## src/logic/cdt_map.svh

```systemverilog
// register offsets, field positions, reset values and timing counts
// for the cascadable dual 8-bit timer; assumes 12-bit APB byte addresses
`ifndef CDT_MAP_SVH
`define CDT_MAP_SVH

// register byte offsets (one aligned word each)
`define CDT_OFF_CTRL0      12'h000
`define CDT_OFF_CTRL1      12'h004
`define CDT_OFF_CSR0       12'h008
`define CDT_OFF_CSR1       12'h00C
`define CDT_OFF_CNT0       12'h010
`define CDT_OFF_CNT1       12'h014
`define CDT_OFF_CMPA0      12'h018
`define CDT_OFF_CMPA1      12'h01C
`define CDT_OFF_CMPB0      12'h020
`define CDT_OFF_CMPB1      12'h024
`define CDT_OFF_IRQ_STAT   12'h028
`define CDT_OFF_IRQ_MASK   12'h02C

// control word: clock select [2:0], clear select [4:3]
`define CDT_CKS_LSB        0
`define CDT_CCLR_LSB       3
// ctl/status word: output select [3:0], channel flags [6:4]
`define CDT_OS_LSB         0
`define CDT_FLAG_LSB       4

// clock select codes
`define CDT_CKS_PCLK       3'h1
`define CDT_CKS_DIV8       3'h2
`define CDT_CKS_DIV64      3'h3
`define CDT_CKS_CASCADE    3'h4

// clear select codes
`define CDT_CCLR_NONE      2'h0
`define CDT_CCLR_MATCH_A   2'h1
`define CDT_CCLR_MATCH_B   2'h2
`define CDT_CCLR_PIN       2'h3

// output action codes (per match letter)
`define CDT_OS_KEEP        2'h0
`define CDT_OS_LOW         2'h1
`define CDT_OS_HIGH        2'h2
`define CDT_OS_TOGGLE      2'h3

// interrupt status bit positions
`define CDT_IRQ_CMFA0      0
`define CDT_IRQ_CMFB0      1
`define CDT_IRQ_OVF0       2
`define CDT_IRQ_CMFA1      3
`define CDT_IRQ_CMFB1      4
`define CDT_IRQ_OVF1       5

// reset values
`define CDT_RST_BYTE       8'h00
`define CDT_RST_COMPARE    8'hFF
`define CDT_RST_IRQ        6'h00

// prescaler terminal counts and the counter byte maximum
`define CDT_DIV8_TC        3'h7
`define CDT_DIV64_TC       6'h3F
`define CDT_BYTE_MAX       8'hFF

`endif

```

## src/logic/cdt_pkg.sv

```systemverilog
// types of the cascadable dual 8-bit timer
// assumes cdt_map.svh supplies all numbers
`default_nettype none
package cdt_pkg;
    // complete register and pipeline state of the timer
    typedef struct packed {
        logic [2:0]  src0;
        logic [2:0]  src1;
        logic [1:0]  clrm0;
        logic [1:0]  clrm1;
        logic [3:0]  act0;
        logic [3:0]  act1;
        logic [7:0]  cnt0;
        logic [7:0]  cnt1;
        logic [7:0]  cmpa0;
        logic [7:0]  cmpa1;
        logic [7:0]  cmpb0;
        logic [7:0]  cmpb1;
        logic [5:0]  stat;
        logic [5:0]  mask;
        logic [5:0]  div;
        logic [2:0]  ext0;
        logic [2:0]  ext1;
        logic        wave0;
        logic        wave1;
        logic        irq;
        logic        pready;
        logic        pslverr;
        logic [31:0] prdata;
    } cdt_state_t;
endpackage : cdt_pkg
`default_nettype wire

```

## src/logic/cdt_timer.sv

```systemverilog
// cascadable dual 8-bit timer with APB register access
// assumes a 100 MHz pclk, asynchronous active-low presetn, and that the
// external clear pins are asynchronous to pclk
//
// Function
// match A action code 00 keeps, 01 drives low, 10 drives high, 11 toggles.
// match B action code 11 toggles the output on every match B.
// match B action code 00 keeps, 01 drives low, 10 drives high.
// on simultaneous matches toggle beats high and high beats low.
// outputs are low from reset and held low while all select bits are 0.
// clock code 100 in either channel cascades the two channels.
// ch0 code 100 forms one 16-bit counter, ch0 high byte, ch1 low byte.
// in 16-bit mode ch0 flags set on a full 16-bit compare match.
// in 16-bit mode ch1 flags set on a low-byte compare match.
// in 16-bit mode a ch0 match clear clears both bytes, pin clear too.
// in 16-bit mode ch1 clear select is ignored.
// in 16-bit mode ch0 output follows 16-bit matches.
// in 16-bit mode ch1 output follows low-byte matches.
// ch1 code 100 makes ch1 count ch0 match A events.
// in match counter mode each channel keeps its own flags and clears.
// code 100 in both channels stops both counters.
// a 16-bit match compares the joined count with joined compare bytes.
//
// The register offsets and the APB register port are this design's own decisions.
`include "cdt_map.svh"
`default_nettype none
module cdt_timer (
    input  wire logic        pclk,
    input  wire logic        presetn,
    input  wire logic        psel,
    input  wire logic        penable,
    input  wire logic        pwrite,
    input  wire logic [11:0] paddr,
    input  wire logic [31:0] pwdata,
    output logic      [31:0] prdata,
    output logic             pready,
    output logic             pslverr,
    input  wire logic        ch0_external_clear_in,
    input  wire logic        ch1_external_clear_in,
    output logic             ch0_wave_out,
    output logic             ch1_wave_out,
    output logic             irq
);
    cdt_pkg::cdt_state_t s_r;
    cdt_pkg::cdt_state_t s_nxt;

    // free-running prescaler tick for one channel clock code
    function automatic logic base_tick(input logic [2:0] cks,
                                       input logic       t8,
                                       input logic       t64);
        case (cks)
            `CDT_CKS_PCLK:  base_tick = 1'b1;
            `CDT_CKS_DIV8:  base_tick = t8;
            `CDT_CKS_DIV64: base_tick = t64;
            default:        base_tick = 1'b0;
        endcase
    endfunction : base_tick

    // next output level from the action codes and this cycle's matches
    function automatic logic wave_next(input logic       cur,
                                       input logic [3:0] os,
                                       input logic       ma,
                                       input logic       mb);
        logic tg;
        logic hi;
        logic lo;
        tg = (ma && os[1:0] == `CDT_OS_TOGGLE)
            || (mb && os[3:2] == `CDT_OS_TOGGLE);
        hi = (ma && os[1:0] == `CDT_OS_HIGH)
            || (mb && os[3:2] == `CDT_OS_HIGH);
        lo = (ma && os[1:0] == `CDT_OS_LOW) || (mb && os[3:2] == `CDT_OS_LOW);
        if (os == 4'h0) begin
            wave_next = 1'b0;
        end else if (tg) begin
            wave_next = ~cur;
        end else if (hi) begin
            wave_next = 1'b1;
        end else if (lo) begin
            wave_next = 1'b0;
        end else begin
            wave_next = cur;
        end
    endfunction : wave_next

    // clear decision from a channel's clear select
    function automatic logic clear_hit(input logic [1:0] cclr,
                                       input logic       ma,
                                       input logic       mb,
                                       input logic       pin);
        case (cclr)
            `CDT_CCLR_MATCH_A: clear_hit = ma;
            `CDT_CCLR_MATCH_B: clear_hit = mb;
            `CDT_CCLR_PIN:     clear_hit = pin;
            default:           clear_hit = 1'b0;
        endcase
    endfunction : clear_hit

    logic        mode16;
    logic        mode_mc;
    logic        t8;
    logic        t64;
    logic        tick0;
    logic        tick1;
    logic        m0a;
    logic        m0b;
    logic        m1a;
    logic        m1b;
    logic        clr0;
    logic        clr1;
    logic        ovf0;
    logic        ovf1;
    logic        pin0;
    logic        pin1;
    logic        acc;
    logic        wr;
    logic        rd;
    logic        hit;
    logic [31:0] rdata;
    logic [5:0]  ev;
    logic [5:0]  rclr;

    // cascade modes and count enables
    always_comb begin
        mode16  = s_r.src0 == `CDT_CKS_CASCADE;
        mode_mc = s_r.src1 == `CDT_CKS_CASCADE;
        t8      = s_r.div[2:0] == `CDT_DIV8_TC;
        t64     = s_r.div == `CDT_DIV64_TC;
        pin0    = s_r.ext0[1] && !s_r.ext0[2];
        pin1    = s_r.ext1[1] && !s_r.ext1[2];
        if (mode16) begin
            // both codes 100 leave no count source
            tick0 = !mode_mc && base_tick(s_r.src1, t8, t64);
            tick1 = tick0;
        end else begin
            tick0 = base_tick(s_r.src0, t8, t64);
            tick1 = 1'b0;
        end
        // 16-bit matches use the joined bytes, else per channel
        if (mode16) begin
            m0a = tick0
                && {s_r.cnt0, s_r.cnt1} == {s_r.cmpa0, s_r.cmpa1};
            m0b = tick0
                && {s_r.cnt0, s_r.cnt1} == {s_r.cmpb0, s_r.cmpb1};
        end else begin
            m0a = tick0 && s_r.cnt0 == s_r.cmpa0;
            m0b = tick0 && s_r.cnt0 == s_r.cmpb0;
        end
        if (!mode16) begin
            tick1 = mode_mc ? m0a : base_tick(s_r.src1, t8, t64);
        end
        m1a = tick1 && s_r.cnt1 == s_r.cmpa1;
        m1b = tick1 && s_r.cnt1 == s_r.cmpb1;
        clr0 = clear_hit(s_r.clrm0, m0a, m0b, pin0);
        // low byte never clears alone in 16-bit mode
        clr1 = mode16 ? clr0 : clear_hit(s_r.clrm1, m1a, m1b, pin1);
        ovf1 = tick1 && !clr1 && s_r.cnt1 == `CDT_BYTE_MAX;
        ovf0 = tick0 && !clr0 && s_r.cnt0 == `CDT_BYTE_MAX
            && (!mode16 || s_r.cnt1 == `CDT_BYTE_MAX);
    end

    // apb decode and read mux
    always_comb begin
        acc = psel && penable && s_r.pready;
        wr  = acc && pwrite;
        rd  = acc && !pwrite;
        hit = 1'b1;
        rdata = 32'h0000_0000;
        case (paddr)
            `CDT_OFF_CTRL0:    rdata[4:0] = {s_r.clrm0, s_r.src0};
            `CDT_OFF_CTRL1:    rdata[4:0] = {s_r.clrm1, s_r.src1};
            `CDT_OFF_CSR0:     rdata[6:0] = {s_r.stat[2:0], s_r.act0};
            `CDT_OFF_CSR1:     rdata[6:0] = {s_r.stat[5:3], s_r.act1};
            `CDT_OFF_CNT0:     rdata[7:0] = s_r.cnt0;
            `CDT_OFF_CNT1:     rdata[7:0] = s_r.cnt1;
            `CDT_OFF_CMPA0:    rdata[7:0] = s_r.cmpa0;
            `CDT_OFF_CMPA1:    rdata[7:0] = s_r.cmpa1;
            `CDT_OFF_CMPB0:    rdata[7:0] = s_r.cmpb0;
            `CDT_OFF_CMPB1:    rdata[7:0] = s_r.cmpb1;
            `CDT_OFF_IRQ_STAT: rdata[5:0] = s_r.stat;
            `CDT_OFF_IRQ_MASK: rdata[5:0] = s_r.mask;
            default:           hit = 1'b0;
        endcase
        ev   = {ovf1, m1b, m1a, ovf0, m0b, m0a};
        // clear only the bits returned, so a later event is not lost
        rclr = (rd && paddr == `CDT_OFF_IRQ_STAT) ? s_r.prdata[5:0]
                                                  : `CDT_RST_IRQ;
    end

    // next state: counters, flags, outputs, bus answer
    always_comb begin
        s_nxt = s_r;
        s_nxt.div  = s_r.div + 6'h01;
        s_nxt.ext0 = {s_r.ext0[1:0], ch0_external_clear_in};
        s_nxt.ext1 = {s_r.ext1[1:0], ch1_external_clear_in};
        // counting; clear wins over increment
        if (clr0) begin
            s_nxt.cnt0 = `CDT_RST_BYTE;
        end else if (tick0 && (!mode16 || s_r.cnt1 == `CDT_BYTE_MAX)) begin
            s_nxt.cnt0 = s_r.cnt0 + 8'h01;
        end
        if (clr1) begin
            s_nxt.cnt1 = `CDT_RST_BYTE;
        end else if (tick1) begin
            s_nxt.cnt1 = s_r.cnt1 + 8'h01;
        end
        // waveform outputs per channel
        s_nxt.wave0 = wave_next(s_r.wave0, s_r.act0, m0a, m0b);
        s_nxt.wave1 = wave_next(s_r.wave1, s_r.act1, m1a, m1b);
        // sticky flags: a new event beats the read clear
        s_nxt.stat = (s_r.stat & ~rclr) | ev;
        // register writes at the access edge
        if (wr) begin
            case (paddr)
                `CDT_OFF_CTRL0: begin
                    s_nxt.src0  = pwdata[`CDT_CKS_LSB +: 3];
                    s_nxt.clrm0 = pwdata[`CDT_CCLR_LSB +: 2];
                end
                `CDT_OFF_CTRL1: begin
                    s_nxt.src1  = pwdata[`CDT_CKS_LSB +: 3];
                    s_nxt.clrm1 = pwdata[`CDT_CCLR_LSB +: 2];
                end
                `CDT_OFF_CSR0:     s_nxt.act0  = pwdata[`CDT_OS_LSB +: 4];
                `CDT_OFF_CSR1:     s_nxt.act1  = pwdata[`CDT_OS_LSB +: 4];
                `CDT_OFF_CNT0:     s_nxt.cnt0  = pwdata[7:0];
                `CDT_OFF_CNT1:     s_nxt.cnt1  = pwdata[7:0];
                `CDT_OFF_CMPA0:    s_nxt.cmpa0 = pwdata[7:0];
                `CDT_OFF_CMPA1:    s_nxt.cmpa1 = pwdata[7:0];
                `CDT_OFF_CMPB0:    s_nxt.cmpb0 = pwdata[7:0];
                `CDT_OFF_CMPB1:    s_nxt.cmpb1 = pwdata[7:0];
                `CDT_OFF_IRQ_MASK: s_nxt.mask  = pwdata[5:0];
                default:           s_nxt.mask  = s_r.mask;
            endcase
        end
        // zero-wait answer: data captured in the setup cycle
        s_nxt.pready  = psel && !penable;
        s_nxt.pslverr = psel && !penable && !hit;
        s_nxt.prdata  = (psel && !penable && !pwrite) ? rdata : 32'h0000_0000;
        s_nxt.irq     = |(s_nxt.stat & s_nxt.mask);
    end

    // state register
    always_ff @(posedge pclk or negedge presetn) begin
        if (!presetn) begin
            s_r         <= '0;
            s_r.cmpa0   <= `CDT_RST_COMPARE;
            s_r.cmpa1   <= `CDT_RST_COMPARE;
            s_r.cmpb0   <= `CDT_RST_COMPARE;
            s_r.cmpb1   <= `CDT_RST_COMPARE;
        end else begin
            s_r <= s_nxt;
        end
    end

    // outputs straight from flops
    assign prdata       = s_r.prdata;
    assign pready       = s_r.pready;
    assign pslverr      = s_r.pslverr;
    assign ch0_wave_out = s_r.wave0;
    assign ch1_wave_out = s_r.wave1;
    assign irq          = s_r.irq;

    // checks on the output actions, cascade and flags
    property p_match_a_low;
        @(posedge pclk) disable iff (!presetn)
        (s_r.act0 == 4'h1 && m0a && !wr) |=> !ch0_wave_out;
    endproperty
    a_match_a_low: assert property (p_match_a_low)
        else $error("match A low action not applied");

    property p_match_b_toggle;
        @(posedge pclk) disable iff (!presetn)
        (s_r.act1 == 4'hC && m1b && !wr)
            |=> ch1_wave_out != $past(ch1_wave_out);
    endproperty
    a_match_b_toggle: assert property (p_match_b_toggle)
        else $error("match B toggle not applied");

    property p_match_b_high;
        @(posedge pclk) disable iff (!presetn)
        (s_r.act0 == 4'h8 && m0b && !wr) |=> ch0_wave_out;
    endproperty
    a_match_b_high: assert property (p_match_b_high)
        else $error("match B high action not applied");

    property p_priority;
        @(posedge pclk) disable iff (!presetn)
        (s_r.act0 == 4'h6 && m0a && m0b && !wr) |=> ch0_wave_out;
    endproperty
    a_priority: assert property (p_priority)
        else $error("high did not beat low on joint match");

    property p_disabled_low;
        @(posedge pclk) disable iff (!presetn)
        (s_r.act1 == 4'h0 && !wr) |=> !ch1_wave_out;
    endproperty
    a_disabled_low: assert property (p_disabled_low)
        else $error("disabled output not low");

    property p_carry16;
        @(posedge pclk) disable iff (!presetn)
        (mode16 && tick0 && s_r.cnt1 == 8'hFF && !clr0 && !wr)
            |=> s_r.cnt0 == $past(s_r.cnt0) + 8'h01 && s_r.cnt1 == 8'h00;
    endproperty
    a_carry16: assert property (p_carry16)
        else $error("16-bit carry into high byte missing");

    property p_flag16;
        @(posedge pclk) disable iff (!presetn)
        (mode16 && tick0 && {s_r.cnt0, s_r.cnt1} == {s_r.cmpa0, s_r.cmpa1})
            |=> s_r.stat[`CDT_IRQ_CMFA0];
    endproperty
    a_flag16: assert property (p_flag16)
        else $error("16-bit match flag not set");

    property p_clear16;
        @(posedge pclk) disable iff (!presetn)
        (mode16 && s_r.clrm0 == 2'h1 && m0a && !wr)
            |=> s_r.cnt0 == 8'h00 && s_r.cnt1 == 8'h00;
    endproperty
    a_clear16: assert property (p_clear16)
        else $error("16-bit clear missed a byte");

    property p_low_no_clear;
        @(posedge pclk) disable iff (!presetn)
        (mode16 && s_r.clrm0 == 2'h0 && tick0 && s_r.cnt1 != 8'hFF && !wr)
            |=> s_r.cnt1 == $past(s_r.cnt1) + 8'h01;
    endproperty
    a_low_no_clear: assert property (p_low_no_clear)
        else $error("low byte cleared on its own");

    property p_match_count;
        @(posedge pclk) disable iff (!presetn)
        (mode_mc && !mode16 && m0a && !clr1 && !wr)
            |=> s_r.cnt1 == $past(s_r.cnt1) + 8'h01;
    endproperty
    a_match_count: assert property (p_match_count)
        else $error("ch1 missed a ch0 match A");

    property p_both_halt;
        @(posedge pclk) disable iff (!presetn)
        (mode16 && mode_mc && !wr) |=> $stable(s_r.cnt0) && $stable(s_r.cnt1);
    endproperty
    a_both_halt: assert property (p_both_halt)
        else $error("counter moved with both cascade codes");

    property p_irq_level;
        @(posedge pclk) disable iff (!presetn)
        irq == |(s_r.stat & s_r.mask);
    endproperty
    a_irq_level: assert property (p_irq_level)
        else $error("interrupt level disagrees with status");

    // main scenarios
    c_mode16_match: cover property (@(posedge pclk) disable iff (!presetn)
        mode16 && m0a);
    c_match_count: cover property (@(posedge pclk) disable iff (!presetn)
        mode_mc && !mode16 && m1a);
    c_toggle: cover property (@(posedge pclk) disable iff (!presetn)
        s_r.act0[1:0] == 2'h3 && m0a);
    c_irq: cover property (@(posedge pclk) disable iff (!presetn)
        $rose(irq));
endmodule : cdt_timer
`default_nettype wire

```

## config.mk

```make
export PLATFORM = sky130hd
export DESIGN_NAME = cdt_timer
export DESIGN_NICKNAME = d
export VERILOG_FILES = /design/src/logic/cdt_pkg.sv /design/src/logic/cdt_timer.sv
export VERILOG_INCLUDE_DIRS = /design/src /design/src/logic
export SDC_FILE = /design/constraint.sdc
export NUM_CORES = 1
export LEC_CHECK = 0
export ABC_AREA = 1
export BUFFER_PORTS_ARGS = -buffer_cell sky130_fd_sc_hd__buf_2
export CORE_MARGIN = 3
export CORE_UTILIZATION = 29
export CTS_BUF_LIST = sky130_fd_sc_hd__clkbuf_8
export DETAILED_ROUTE_END_ITERATION = 6
export PLACE_DENSITY = 0.56
export SLEW_MARGIN = 20
export SYNTH_ARGS = -nofsm -noshare
export SYNTH_HDL_FRONTEND = slang
export SYNTH_SLANG_ARGS = --single-unit
export TNS_END_PERCENT = 10
```

## constraint.sdc

```tcl
create_clock -name pclk -period 3.5 [get_ports pclk]
set_input_delay 0.7 -clock pclk [delete_from_list [all_inputs] [get_ports pclk]]
set_output_delay 0.7 -clock pclk [all_outputs]
set_load 0.05 [all_outputs]
```

# Yosys cells after proc, flatten, opt, wreduce, memory -nomap -nowiden
# Index checks and enable logic that the tools add are counted.
# Widths: inputs -> output; s select.
# word_totals
reg_bits	103
ramBits	0
memories	0
latchBits	0
mem_bits_ro	0
word_cells	184
# classes
n_addsub	3
div	0
reduce_logical	66
eq_ne	47
mux	39
bitwise	6
n_lt_le_gt_ge	0
n_shift	0
n_mul	0
# ops
cell	n
$mux 8	11
$pmux 5 s12	1
$eq 12x5->1 const B	4
$eq 12x6->1 const B	4
$mux 48	1
$logic_and 1x1->1	35
$eq 16x16->1	2
$eq 8x8->1	4
$eq 12x4->1 const B	2
$eq 2x2->1 const B	12
$mux 6	3
$add 8x1->8 const B	2
$eq 8x8->1 const B	2
$mux 1	16
$reduce_and 2->1	8
$and 6x6->6	2
$eq 12x3->1 const B	1
$eq 2x1->1 const B	6
$eq 3x2->1 const B	4
$logic_not 12->1	1
$pmux 1 s3	4
$reduce_or 12->1	1
$pmux 1 s10	1
$eq 3x3->1 const B	3
other kinds (13)	31

# Logic depth before layout (Yosys ltp)
# depth
depth_word	18
depth_mapped	17

# Least setup slack after synthesis
# OpenSTA, ideal clock, no wires.
# synth_timing
path_type	in2reg
start	input paddr[11]
end	register s_r[101] (netlist bit)
path_slack_ps	1492
n_path_buf	0
arrival_ps	1877
setup_ps	132
stages	9
path_cell_list	nor2_1 -> nand2_1 -> nor2_1 -> inv_1 -> nor2_1 -> nand2_1 -> nand3_2 -> o21bai_1 -> o22ai_1
# synth_rtl
element	line	source
from (decl)	cdt_timer.sv:33	input wire logic [11:0] paddr,
to (signal assigned)	cdt_timer.sv:250	s_r <= s_nxt;
to (decl)	cdt_timer.sv:44	cdt_pkg::cdt_state_t s_r;

==> results <==
- The reg-to-reg endpoint is irq.
- The tool flagged a number of max-cap violations equal to 0.
- The wire-length estimate of the detail-placed layout is 12900 microns.
- The share of the core filled with cells in the final layout is 32.7%.
- The DRC violations left is 0.
- The clock network power share is 35.2%.
- The worst-skew pair later-pin latency is 0.39 ns.
- The number of cells on the worst reg-to-reg path is 11.
- The post-route netlist has 17.8% of its cells at a drive strength greater than 1.
- The required time of the worst setup path is 3.83 ns.
- Once placement completed, the tool counted placed cells totaling 1014.
- In this run, synthesis inferred 0 flip-flops with an integrated enable.
- After the last flow step, the layout net total stands at 815.
- The largest clock skew in the final design is 0.0103 ns.
- The maximum clock insertion buffer count is 2.
- Compared with the post-synthesis result, the final layout area differs by 8.41%.
- The signal on the critical path passes through ha_1, inv_1, nor4_2, nand3_1, nand2_1, nand2_2, nor3_4, nand4_1, a21oi_1, nor2_1, nand2_1.
- The shortest period the worst path allows is 2.36 ns.
- The maximum clock frequency is 425 MHz.
- The number of slew-limit violations in the final report is 0.
- In this run the post-CTS setup repair buffer count came out at 0.
- OpenSTA, run right after detailed placement, puts the worst setup slack at 0.851 ns.
- The number of synthesized register bits is 103.
- Summed over all nets, the switching power comes to 0.550 mW.
- The initial antenna violation count was 0.
- Clock-pin slew was measured on the worst setup and hold paths at 0.09 ns.
- The largest single stage delay on the critical path is 0.51 ns.
- After global routing the overflow that remains totals 0.
- The cell that appears most often on the critical path is nand2_1.
- VDD sags by at most 131 uV.
- The minimum setup slack among reg-to-reg paths is 1.14 ns.
- A synthesized cell averages 8.19 sq um.
- The worst min-delay path class is flop to flop.
- The initial utilization of the core area, before any placement, comes to 30.1%.
- The post-detailed-route wirelength per cell is 16.6 microns.
- The number of buffer and inverter stages on the critical path is 1.
- The repair_antennas step left the layout with diodes totalling 0.
- The total setup violations reported at the end of the flow is 0.
- The number of instances in the synthesized netlist is 730.
- In this run, the number of DRC markers left after iteration 0 of detailed routing was 418.
- The number of cells on the worst hold path is 0.
- After synthesis, flip-flops and latches occupy 43.8% of the total area.
- CTS placed an instance of clkbuf_8 at the clock tree root.
- Across all layers, the routed design uses 4941 vias.
- The most used flip-flop cell after synthesis is dfrtp_1.
- Hold repair after CTS inserted 0 buffers.
- In this run the most critical hold path is launched from s_nxt[38].
- The count of placed standard cells in the final layout, fillers left out is 1030.
- Row generation in the floorplan step produced 51 rows.
- For the pin with the worst max-slew slack, the measured transition is 0.890 ns.
- The startpoint of the most critical register-to-register path is s_r[93].
- The async set-or-reset flop fraction in the synthesized netlist is 100%.
- Along the worst path, the maximum fanout reaches 6.
- The kind of end point of the critical path is a flop.
- The first global-routing pass estimated 26500 microns of wire.
- For this design, the slowest cell found on the critical path is dfrtp_1.
- The global router's overall resource usage is 15.5%.
- The worst relative slew slack is 39.1%.
- Of the total power, registers draw 57.7%.
- The fraction of synthesized cell area taken by the top area cell type is 29.7%.
- The total number of yosys warnings is 0.
- Across all setup checks in the final design, the least slack found is 1.14 ns.
- The top-level port count is 88.
- For this run, global-route usage on met2 was measured as 23.0%.
- Once detail routing completed, the nets flagged for antenna violations numbered 0.
- The cell taking the most area after synthesis is dfrtp_1.
- Of the available clock period, the critical path in the final layout requires 67.3%.
- In this design, the largest share of critical-path delay is due to simple AND/OR/NAND/NOR gates.
- For this design, the sink count on the clock tree is 103.
- TritonCTS built the clock tree.
- The final weighted congestion of routability-driven global placement is 0.926.
- The analysis attributes to cell leakage a power of 2.84 nW.
- Net switching is 26.4% of the power.
- The arrival time of the worst setup path is 2.69 ns.
- The design internal power is 1.53 mW.
- The maximum number of pins on one net before global-route repair is 60.
- Summed over all layers, the routed wires come to 17100 microns.
- The worst setup path category is flop to flop.
- The die covers 0.0224 sq mm.
- In this run, CTS created clock tree buffers numbering 9.
- Power spread over the standard cell area amounts to 321 mW/mm^2.
- The number of different library cells used by synthesis comes to 43.
- The flow ran to the end, and the final reports show no timing, DRC or antenna violations.
- Setup total negative slack on the finished layout was measured at 0 ns.
- In this run the number of H-tree levels came out at 3.
- The number of instances resized during post-cts repair is 0.
- The die outline height is 150 microns.
- The number of global-route vias before repair is 4630.
- The final count of hold timing violations is 0.
- The area of the core is 0.0198 sq mm.
- The met3 demand-to-capacity share in global routing is 3.45%.
- The portion of total power attributed to combinational logic is 7.1%.
- The area of the mapped netlist is 0.00598 sq mm.
- The sink of the worst hold path is s_nxt[39].
- The first TritonRoute pass finished after 5 iterations.
- The met1 usage in global routing is 21.6%.
- The critical path startpoint category is a flop.
- The count of buffers from port buffering is 39.
- Setup repair after global routing left no endpoint under its margin.
- In this run the most used layer during global routing was met2.
- Sorting the synthesized cells by area gives the leading types as dfrtp_1 (30%), dfstp_2 (14%), nand2_1 (11%).
- The die extent in x is 150 microns.
- In the routed layout, each cell is associated on average with a via count of 4.80.
## cell usage in the layout (no fill, tap or decap), types with 14 or more instances in the layout
cell     synthesis  routed
buf_2            1      38
conb_1           1      24
dfrtp_1         71      71
dfstp_2         32      32
inv_1           91      93
nand2_1        176     176
nand3_1         23      23
nand4_1         14      14
nor2_1          34      34
o21ai_0         77      77
o22ai_1         21      21
xor2_1          26      26
## synthesized netlist by cell type, types with 2 or more instances
master,number
nor2_2,6
buf_6,5
a21oi_1,9
o22ai_2,2
o22ai_1,21
nand2_4,3
nor3_2,4
nand3_1,23
inv_1,91
o21ai_1,4
dfstp_2,32
nor2_4,2
dfrtp_1,71
inv_2,10
nand3_2,7
nand2_1,176
a221oi_1,12
o21ai_0,77
nand2_2,6
xor2_1,26
a22o_1,4
nor3_1,8
a31oi_1,4
ha_1,4
nor2_1,34
nor4_1,8
xnor2_1,11
clkbuf_1,7
nor3_4,3
buf_4,33
nand4_1,14
nand3b_1,2
## cells by family (layout without fill, tap and decap cells)
kind of cell               after synthesis  count (layout)  synth area share (%)
and+or+nand+nor                        299             299                  24.0
buffers and inverters                  148             160                  12.1
AOI/OAI and AO/OA                      137             137                  13.5
DFF                                    103             103                  43.8
xor gates and xnor gates                38              38                  5.69
adders and majority gates                4               4                 0.837
other                                    1              24                0.0627
## area by class of cell
class,count,area (sq um)
fillers,2127,13400
multi-input cells,502,2720
flip-flops and latches,103,2620
inverters,102,390
well taps,265,332
repair buffers,42,233
clock buffers,12,165
clock inverters,4,22.5
## how the worst max path moves through the flow
| stage | start | to | slack, ns | cells past startpoint |
|---|---|---|---|---|
| after floorplan | paddr[11] | s_r[101] | 1.49 | 9 |
| after global placement | paddr[9] | s_r[101] | 0.89 | 10 |
| after detailed placement | paddr[9] | s_r[101] | 0.85 | 10 |
| after CTS | s_r[93] | irq | 1.12 | 11 |
| after global routing | s_r[93] | irq | 0.95 | 11 |
| final | s_r[93] | irq | 1.14 | 11 |
## power by group through the flow
stage / sequential, mW / combinational, mW / clock (mW)
after floorplan: 1.23 / 0.103 / 0
after global placement: 1.22 / 0.150 / 0
after detailed placement: 1.22 / 0.150 / 0
after CTS: 1.20 / 0.150 / 0.756
after global routing: 1.20 / 0.162 / 0.801
final: 1.20 / 0.148 / 0.732
## metrics by stage
stage	cell area (sq um)	power [mW]	hold slack, ns
after floorplan	6070	1.33	0.331
after global placement	6290	1.37	0.335
after detailed placement	6290	1.37	0.336
after CTS	6480	2.11	0.359
after global routing	6480	2.16	0.370
final	6480	2.08	0.355
## worst register-to-register path, cell delays in order (launching register included)
cell     delay [ns]
dfrtp_1        0.51
ha_1           0.20
inv_1          0.08
nor4_2         0.33
nand3_1        0.20
nand2_1        0.11
nand2_2        0.13
nor3_4         0.20
nand4_1        0.23
a21oi_1        0.18
nor2_1         0.07
nand2_1        0.07
## layer usage
layer / vias up / wire (microns)
met1: 2322 / 8060
met3: 44 / 1020
met2: 175 / 7320
li1: 2400 / -
met5: - / 0
met4: 0 / 682
## flip-flops by register name, summed over array words and instances, names as in the netlist
| register | count |
|---|---|
| prdata | 8 |
| s_r | 86 |
| pready | 1 |
| ch1_wave_out | 1 |
| pslverr | 1 |
| ch0_wave_out | 1 |
| s_nxt | 4 |
| irq | 1 |
Power figures use the tool's default switching activity.
